==> src/rtl/dmcc_regs.svh <==
/*
 * Register offsets, field positions, masks and reset values of the
 * margin and comparator configuration bank.
 * Assumes inclusion by its bare name from the channel and the top.
 */
`ifndef DMCC_REGS_SVH
`define DMCC_REGS_SVH

// ----------------------------------------------------------------------
// byte addresses (i2c / spi)
// ----------------------------------------------------------------------
`define DMCC_ADDR_CH1_MARGIN_HI 8'h01
`define DMCC_ADDR_CH1_MARGIN_LO 8'h02
`define DMCC_ADDR_CH1_VOUT_CMP_CFG 8'h03
`define DMCC_ADDR_CH0_MARGIN_HI 8'h13
`define DMCC_ADDR_CH0_MARGIN_LO 8'h14
`define DMCC_ADDR_CH0_VOUT_CMP_CFG 8'h15

// ----------------------------------------------------------------------
// pmbus pages and register codes
// ----------------------------------------------------------------------
`define DMCC_PAGE_CH0 8'h03
`define DMCC_PAGE_CH1 8'h00
`define DMCC_PAGE_CFG 8'hFF
`define DMCC_CODE_MARGIN_HI 8'h25
`define DMCC_CODE_MARGIN_LO 8'h26
`define DMCC_CODE_CFG_CH0 8'hDD
`define DMCC_CODE_CFG_CH1 8'hD1

// ----------------------------------------------------------------------
// field positions and masks
// ----------------------------------------------------------------------
`define DMCC_MARGIN_MSB 15
`define DMCC_MARGIN_LSB 4
`define DMCC_MASK_MARGIN_12 16'hFFF0
`define DMCC_MASK_MARGIN_10 16'hFFC0
`define DMCC_MASK_CFG 16'h1C1F
`define DMCC_GAIN_MSB 12
`define DMCC_GAIN_LSB 10
`define DMCC_BIT_OD_EN 4
`define DMCC_BIT_ROUTE_EN 3
`define DMCC_BIT_DIVIDER 2
`define DMCC_BIT_INVERT 1
`define DMCC_BIT_CMP_EN 0
`define DMCC_RESET_VALUE 16'h0000

`endif

==> src/rtl/dmcc_pkg.sv <==
/*
 * Types shared by the configuration bank and its channel logic.
 * Assumes dmcc_regs.svh is on the include path.
 */
`default_nettype none

package dmcc_pkg;

    typedef enum logic [1:0] {REF_EXTERNAL, REF_SUPPLY, REF_INTERNAL} dmcc_ref_t;

    typedef enum logic [1:0] {RK_MARGIN_HI, RK_MARGIN_LO, RK_CFG} dmcc_kind_t;

    // host access: byte address, or pmbus page plus register code
    typedef struct packed {
        logic pmbus_sel;
        logic [7:0] addr;
        logic [7:0] page;
        logic [7:0] code;
    } dmcc_req_t;

    typedef struct packed {
        logic hit;
        dmcc_kind_t kind;
        logic ch;
    } dmcc_dec_t;

    typedef struct packed {
        logic pin_out;
        logic pin_oe;
        logic result;
        logic cmp_enable;
        logic divider_sel;
        logic [2:0] gain_code;
        dmcc_ref_t ref_sel;
        logic gain_valid;
        logic [11:0] thresh_hi;
        logic [11:0] thresh_lo;
    } dmcc_chan_out_t;

endpackage

`default_nettype wire

==> src/rtl/dmcc_chan.sv <==
/*
 * One channel: comparator result path, pin drive, gain decode and
 * threshold hand-off, all from the stored configuration.
 * Assumes the raw comparator level arrives asynchronously.
 */
`default_nettype none

`include "dmcc_regs.svh"

module dmcc_chan
    import dmcc_pkg::*;
(
    input wire logic i_clk,
    input wire logic i_rst_n,
    input wire logic [15:0] i_cfg,
    input wire logic [15:0] i_margin_hi,
    input wire logic [15:0] i_margin_lo,
    input wire logic [1:0] i_thresh_mode,
    input wire logic i_cmp_raw,
    output dmcc_pkg::dmcc_chan_out_t o_chan
);
    import dmcc_pkg::*;

    logic sync1_q;
    logic sync2_q;
    logic result_d;
    logic cmp_en;
    logic route_en;
    logic od_en;

    // ------------------------------------------------------------------
    // comparator input synchroniser
    // ------------------------------------------------------------------
    always_ff @(posedge i_clk or negedge i_rst_n)
    begin
        if (!i_rst_n)
        begin
            sync1_q <= 1'b0;
            sync2_q <= 1'b0;
        end
        else
        begin
            sync1_q <= i_cmp_raw;
            sync2_q <= sync1_q;
        end
    end

    assign cmp_en = i_cfg[`DMCC_BIT_CMP_EN];
    assign route_en = i_cfg[`DMCC_BIT_ROUTE_EN];
    assign od_en = i_cfg[`DMCC_BIT_OD_EN];
    assign result_d = sync2_q ^ i_cfg[`DMCC_BIT_INVERT];

    // ------------------------------------------------------------------
    // registered outputs
    // ------------------------------------------------------------------
    always_ff @(posedge i_clk or negedge i_rst_n)
    begin
        if (!i_rst_n)
        begin
            o_chan <= '0;
        end
        else
        begin
            // host has already parked current output
            o_chan.cmp_enable <= cmp_en;
            o_chan.result <= cmp_en & result_d;
            if (cmp_en && route_en && od_en)
            begin
                o_chan.pin_out <= 1'b0;
                o_chan.pin_oe <= ~result_d;
            end
            else
            begin
                // an undriven pin shows low, never a stale comparator level
                o_chan.pin_out <= cmp_en & route_en & result_d;
                o_chan.pin_oe <= cmp_en & route_en;
            end
            o_chan.divider_sel <= i_cfg[`DMCC_BIT_DIVIDER];
            o_chan.gain_code <= i_cfg[`DMCC_GAIN_MSB:`DMCC_GAIN_LSB];
            unique case (i_cfg[`DMCC_GAIN_MSB:`DMCC_GAIN_LSB])
                3'h0:
                begin
                    o_chan.ref_sel <= REF_EXTERNAL;
                    o_chan.gain_valid <= 1'b1;
                end
                3'h1:
                begin
                    o_chan.ref_sel <= REF_SUPPLY;
                    o_chan.gain_valid <= 1'b1;
                end
                3'h2, 3'h3, 3'h4, 3'h5:
                begin
                    o_chan.ref_sel <= REF_INTERNAL;
                    o_chan.gain_valid <= 1'b1;
                end
                default:
                begin
                    o_chan.ref_sel <= REF_INTERNAL;
                    o_chan.gain_valid <= 1'b0;
                end
            endcase
            if (cmp_en && (i_thresh_mode == 2'h1 || i_thresh_mode == 2'h2))
            begin
                o_chan.thresh_hi <= i_margin_hi[`DMCC_MARGIN_MSB:`DMCC_MARGIN_LSB];
                o_chan.thresh_lo <= i_margin_lo[`DMCC_MARGIN_MSB:`DMCC_MARGIN_LSB];
            end
            else
            begin
                o_chan.thresh_hi <= 12'h000;
                o_chan.thresh_lo <= 12'h000;
            end
        end
    end

endmodule

`default_nettype wire

==> src/rtl/dmcc_top.sv <==
/*
 * Margin and comparator configuration bank for a two-channel converter.
 * Assumes the serial front end has already framed each access into one
 * request on I_CLK: a byte address, or a pmbus page and register code.
 */
`default_nettype none

`include "dmcc_regs.svh"

module dmcc_top
    import dmcc_pkg::*;
#(
    parameter bit RES_12BIT = 1'b1
)
(
    input wire logic I_CLK,
    input wire logic I_RST_N,
    input wire dmcc_pkg::dmcc_req_t I_REQ,
    input wire logic I_WR,
    input wire logic I_RD,
    input wire logic [15:0] I_WDATA,
    input wire logic [1:0] I_CMP_RAW,
    input wire logic [3:0] I_THRESH_MODE,
    output logic [15:0] O_RDATA,
    output logic O_RDATA_VALID,
    output logic O_ACK,
    output dmcc_pkg::dmcc_chan_out_t [1:0] O_CHAN
);
    import dmcc_pkg::*;

    // one mask serves both margin registers; the short part drops two more bits
    localparam logic [15:0] MARGIN_MASK =
        RES_12BIT ? `DMCC_MASK_MARGIN_12 : `DMCC_MASK_MARGIN_10;

    logic [15:0] margin_hi_q [2];
    logic [15:0] margin_lo_q [2];
    logic [15:0] cfg_q [2];
    dmcc_dec_t dec;
    logic wr_hit;
    logic rd_hit;

    // ------------------------------------------------------------------
    // address decode, shared by reads and writes
    // ------------------------------------------------------------------
    function automatic dmcc_dec_t decode(input dmcc_req_t r);
        dmcc_dec_t d;
        d = '{hit: 1'b1, kind: RK_MARGIN_HI, ch: 1'b0};
        if (!r.pmbus_sel)
        begin
            unique case (r.addr)
                `DMCC_ADDR_CH0_MARGIN_HI: d.kind = RK_MARGIN_HI;
                `DMCC_ADDR_CH1_MARGIN_HI:
                begin
                    d.kind = RK_MARGIN_HI;
                    d.ch = 1'b1;
                end
                `DMCC_ADDR_CH0_MARGIN_LO: d.kind = RK_MARGIN_LO;
                `DMCC_ADDR_CH1_MARGIN_LO:
                begin
                    d.kind = RK_MARGIN_LO;
                    d.ch = 1'b1;
                end
                `DMCC_ADDR_CH0_VOUT_CMP_CFG: d.kind = RK_CFG;
                `DMCC_ADDR_CH1_VOUT_CMP_CFG:
                begin
                    d.kind = RK_CFG;
                    d.ch = 1'b1;
                end
                default: d.hit = 1'b0;
            endcase
        end
        else if (r.page == `DMCC_PAGE_CFG)
        begin
            d.kind = RK_CFG;
            if (r.code == `DMCC_CODE_CFG_CH1)
            begin
                d.ch = 1'b1;
            end
            else if (r.code != `DMCC_CODE_CFG_CH0)
            begin
                d.hit = 1'b0;
            end
        end
        else if (r.page == `DMCC_PAGE_CH0 || r.page == `DMCC_PAGE_CH1)
        begin
            d.ch = (r.page == `DMCC_PAGE_CH1);
            if (r.code == `DMCC_CODE_MARGIN_LO)
            begin
                d.kind = RK_MARGIN_LO;
            end
            else if (r.code != `DMCC_CODE_MARGIN_HI)
            begin
                d.hit = 1'b0;
            end
        end
        else
        begin
            d.hit = 1'b0;
        end
        return d;
    endfunction

    assign dec = decode(I_REQ);
    assign wr_hit = I_WR && dec.hit;
    assign rd_hit = I_RD && dec.hit;

    // ------------------------------------------------------------------
    // read mux; unmapped targets give zero
    // ------------------------------------------------------------------
    function automatic logic [15:0] read_word(input dmcc_dec_t d);
        logic [15:0] w;
        w = 16'h0000;
        if (d.hit)
        begin
            unique case (d.kind)
                RK_MARGIN_HI: w = margin_hi_q[d.ch];
                RK_MARGIN_LO: w = margin_lo_q[d.ch];
                RK_CFG: w = cfg_q[d.ch];
                default: w = 16'h0000;
            endcase
        end
        return w;
    endfunction

    // ------------------------------------------------------------------
    // register storage
    // ------------------------------------------------------------------
    always_ff @(posedge I_CLK or negedge I_RST_N)
    begin
        if (!I_RST_N)
        begin
            for (int i = 0; i < 2; i++)
            begin
                margin_hi_q[i] <= `DMCC_RESET_VALUE;
                margin_lo_q[i] <= `DMCC_RESET_VALUE;
                cfg_q[i] <= `DMCC_RESET_VALUE;
            end
        end
        else if (wr_hit)
        begin
            // masking on the way in keeps the read path a plain mux
            // masked bits never stored
            unique case (dec.kind)
                RK_MARGIN_HI: margin_hi_q[dec.ch] <= I_WDATA & MARGIN_MASK;
                RK_MARGIN_LO: margin_lo_q[dec.ch] <= I_WDATA & MARGIN_MASK;
                RK_CFG: cfg_q[dec.ch] <= I_WDATA & `DMCC_MASK_CFG;
                default: cfg_q[dec.ch] <= cfg_q[dec.ch];
            endcase
        end
    end

    // ------------------------------------------------------------------
    // read and acknowledge path
    // ------------------------------------------------------------------
    // unmapped reads return zero; ack tells the front end whether it hit
    always_ff @(posedge I_CLK or negedge I_RST_N)
    begin
        if (!I_RST_N)
        begin
            O_RDATA <= 16'h0000;
            O_RDATA_VALID <= 1'b0;
            O_ACK <= 1'b0;
        end
        else
        begin
            O_RDATA_VALID <= I_RD;
            // ack only mapped targets so the front end can refuse the rest
            O_ACK <= wr_hit || rd_hit;
            // a read in a write cycle returns the old word
            if (I_RD)
            begin
                O_RDATA <= read_word(dec);
            end
        end
    end

    // ------------------------------------------------------------------
    // channel logic
    // ------------------------------------------------------------------
    // channels share nothing but clock and reset, so one loop builds both
    for (genvar g = 0; g < 2; g++)
    begin : g_chan
        dmcc_chan u_chan (
            .i_clk(I_CLK),
            .i_rst_n(I_RST_N),
            .i_cfg(cfg_q[g]),
            .i_margin_hi(margin_hi_q[g]),
            .i_margin_lo(margin_lo_q[g]),
            .i_thresh_mode(I_THRESH_MODE[2*g+1 -: 2]),
            .i_cmp_raw(I_CMP_RAW[g]),
            .o_chan(O_CHAN[g])
        );
    end

endmodule

`default_nettype wire

==> config.mk <==
export PLATFORM = sky130hd
export DESIGN_NAME = dmcc_top
export DESIGN_NICKNAME = d
export VERILOG_FILES = /design/src/rtl/dmcc_pkg.sv /design/src/rtl/dmcc_chan.sv /design/src/rtl/dmcc_top.sv
export VERILOG_INCLUDE_DIRS = /design/src /design/src/rtl
export SDC_FILE = /design/constraint.sdc
export NUM_CORES = 1
export LEC_CHECK = 0
export ABC_AREA = 1
export BUFFER_PORTS_ARGS = -buffer_cell sky130_fd_sc_hd__buf_4
export CAP_MARGIN = 20
export CELL_PAD_IN_SITES_DETAIL_PLACEMENT = 1
export CELL_PAD_IN_SITES_GLOBAL_PLACEMENT = 1
export CORE_MARGIN = 2
export CORE_UTILIZATION = 41
export DETAILED_ROUTE_END_ITERATION = 16
export GPL_TIMING_DRIVEN = 1
export HOLD_SLACK_MARGIN = 0.03
export PLACE_DENSITY = 0.8
export SYNTH_ARGS = -nofsm -noshare
export SYNTH_HDL_FRONTEND = slang
export SYNTH_SLANG_ARGS = --single-unit
==> constraint.sdc <==
create_clock -name I_CLK -period 1.8 [get_ports I_CLK]
set_clock_uncertainty 0.15 [all_clocks]
set_input_delay 0.09 -clock I_CLK [delete_from_list [all_inputs] [get_ports I_CLK]]
set_output_delay 0.09 -clock I_CLK [all_outputs]
set_load 0.005 [all_outputs]
==> results.md <==
- Post-CTS setup buffers: 0
- Net count, final: 1121
- Post-DP HPWL: 17.3 mm
- Switching share of power: 24.7%
- Iteration-0 DRC Markers: 548
- CP endpoint: g_chan[1].u_chan.o_chan[20]
- Core ar.: 0.0180 sq mm
- CTS tree: yes
- Post-Place Cells: 1256
- Crit path max-delay cell type: dfrtp_1
- Synthesis-stage register bit count: 172
- CP Max Fanout: 13
- Max-slew violations: 0
- Main synth FF type: dfrtp_1
- Ports: 139
- Syn Std Cell Area: 0.00756 sq mm
- Int Power: 6.17 mW
- DR vias/cell: 5.30
- Critical path launch point type: flop
- Root Driver: clkbuf_16
- Critical register-to-register path startpoint: cfg_q[0]
- Post-CTS Resized: 0
- Vias in the first global route: 7622
- Port Buf Inserts: 138
- CTS Sinks: 172
- NetSw: 2.03 mW
- Post-DRT Antenna Nets: 0
- Hold_buf cts: 24
- WL final: 25.8 mm
- WP data arrival: 1890 ps
- Max Cap Viol: 0
- TritonCTS Buffers: 17
- EDFF count, synth: 0
- Largest net degree at the start of global routing: 48
- Fin cells: 1312
- Post-synth top cells: nand2_1 (275), dfrtp_1 (172), inv_1 (109)
- Comb power frac: 8.7%
- Pleak: 5.40 nW
- Row Count: 49
- Final min period: 1690 ps
- Grt ovf: 0
- Worst-path cell chain: inv_1 -> a21oi_1 -> o21ai_2 -> buf_4 -> nor2_1
- P per Cell Area: 827 mW/mm^2
- WS Path Type: reg2reg
- Final setup vio count: 0
- Worst setup path start: cfg_q[0]
- RD Place Congestion: 0.865
- Largest cells by area after synthesis: dfrtp_1 (57%), nand2_1 (14%), nand3_1 (6.5%), nand4_1 (5.5%), inv_1 (5.4%)
- IR Drop Worst-Case VDD: 701 uV
- Htree depth: 4
- CP Capture Type: flop
- Cell with the most instances after synthesis: nand2_1
- Req. time, crit path: 2000 ps
- Share of layout cells above drive strength 1: 21.5%
- Total GRT Usage: 27.4%
- DIE WIDTH: 140 microns
- Largest stage delay, worst path: 450 ps
- Worst-Skew Late Latency: 430 ps
- Status: finished, final reports clean
- Ys async rst share: 100%
- Bufs on Longest Clock Path: 2
- Synth Instances: 893
- Seq/Total Area, Yosys: 56.9%
- Synth area leader: dfrtp_1
- Yosys cell types: 28
- First-pass GRT wire length: 41.8 mm
- Syn Nets: 944
- Ys Warns: 0
- R2r worst-path depth: 5
- Worst-path clk slew: 60 ps
- Max Clk Rate: 590 MHz
- Hold slack final: 18.4 ps
- Antenna Cells: 0
- Crit share post-route: 94.1%
- RSZ-0062 raised after global routing: no
- Tot Pwr: 8.19 mW
- R2R Path End: g_chan[1].u_chan.o_chan[20]
- Residual DRC: 0
- Routed length per instance: 19.7 microns
- Clock power frac: 43.0%
- Die height: 140 microns
- Via count: 6948
- Detailed-router iteration count before antenna repair: 5
- Area delta synth->final: 31.1%
- Top-area cell type share of the netlist area: 56.9%
- Initial Util: 41.9%
- Initial antenna violation count: 0
- Avg Cell Area, Syn: 8.46 sq um
- Flop pwr share: 48.3%
- Worst-Margin Slew: 752 ps
- R2R Setup Slk: 110 ps
- Slew margin rel.: 49.8%
- Endpoints failing hold: 0
- Final core utilization: 55.0%
- Hold crit path type: in2async
- Die Footprint: 0.0195 sq mm
==> per-layer routing <==
layer  routed length [microns]  track usage, %  up-vias
met5                         0               0        -
met4                       622            9.47        0
met3                      1520            5.40       51
met2                     12800            46.0      254
met1                     10800            35.6     3485
li1                          -               -     3158
==> stage by stage <==
step	setup TNS [ps]	setup WS, ps	cell area [sq um]
2_1_floorplan	0	276	7560
3_3_place_gp	-721	-45.2	9110
3_5_place_dp	-4490	-137	9110
4_1_cts	0	189	9910
5_1_grt	0	57.3	9910
6_report	0	106	9910
==> cells in the final DEF, fill, tap and decap left out, types with 2 or more instances in the layout <==
master,netlist,final
nand2_4,2,2
clkbuf_8,0,2
o21ai_2,1,2
nand4_2,3,3
clkbuf_16,0,17
nand4_4,2,2
dlygate4sd3_1,0,24
inv_1,109,109
nor2_2,3,3
xnor2_1,2,2
clkinv_2,0,3
inv_6,0,2
inv_2,4,4
buf_12,0,14
clkbuf_1,8,4
clkinvlp_4,0,2
buf_4,4,168
dfrtp_1,172,172
nand2_1,275,275
o21ai_1,4,3
a21oi_1,2,2
nor2_1,92,92
nand4_1,67,67
nand3_1,98,98
==> cell families after synthesis <==
group | count (synthesis) | share of synthesized area, %
DFF | 172 | 56.9
AOI/OAI and AO/OA | 10 | 0.795
xor gates and xnor gates | 2 | 0.232
and+or+nand+nor | 547 | 32.5
buffers and inverters | 162 | 9.50
==> critical path, delay by kind of cell (launching register included) <==
family                 cells  cell delay [ps]
and+or+nand+nor            1              140
DFF                        1              450
AOI/OAI and AO/OA          2              460
buffers and inverters      2              400
==> layout make-up <==
cell class / instances / area, sq um
clock buffer: 23 / 468
clock inverter: 9 / 86.3
fill: 2168 / 8120
inverter: 113 / 424
multi-input combinational: 559 / 2550
sequential: 172 / 4300
tap: 229 / 287
timing repair buffer: 207 / 1790
==> worst min path at each step <==
stage / start / slack, ps / endpoint / cells past startpoint
after global placement: I_RST_N / -80 / g_chan[0].u_chan.o_chan[31] / 1
after global routing: I_RST_N / 70 / cfg_q[2] / 2
after floorplan: I_RST_N / -360 / O_ACK / 0
final: I_RST_N / 20 / cfg_q[2] / 2
after detailed placement: I_RST_N / -90 / cfg_q[2] / 1
after CTS: I_RST_N / 30 / cfg_q[19] / 2
==> flip-flops by register name (all words and copies together) (netlist names) <==
register               count
g_chan.u_chan.sync1_q      2
O_RDATA                   16
O_ACK                      1
g_chan.u_chan.o_chan      70
g_chan.u_chan.sync2_q      2
O_RDATA_VALID              1
margin_lo_q               24
margin_hi_q               24
cfg_q                     32
==> power groups by stage <==
stage | clock, mW | combinational, mW | sequential, mW
2_1_floorplan | 0 | 0.285 | 4.02
3_3_place_gp | 0 | 0.631 | 4.02
3_5_place_dp | 0 | 0.651 | 4.03
4_1_cts | 3.59 | 0.706 | 3.96
5_1_grt | 3.75 | 0.778 | 3.96
6_report | 3.52 | 0.711 | 3.96
No activity file was read; power rests on OpenSTA's default activity.
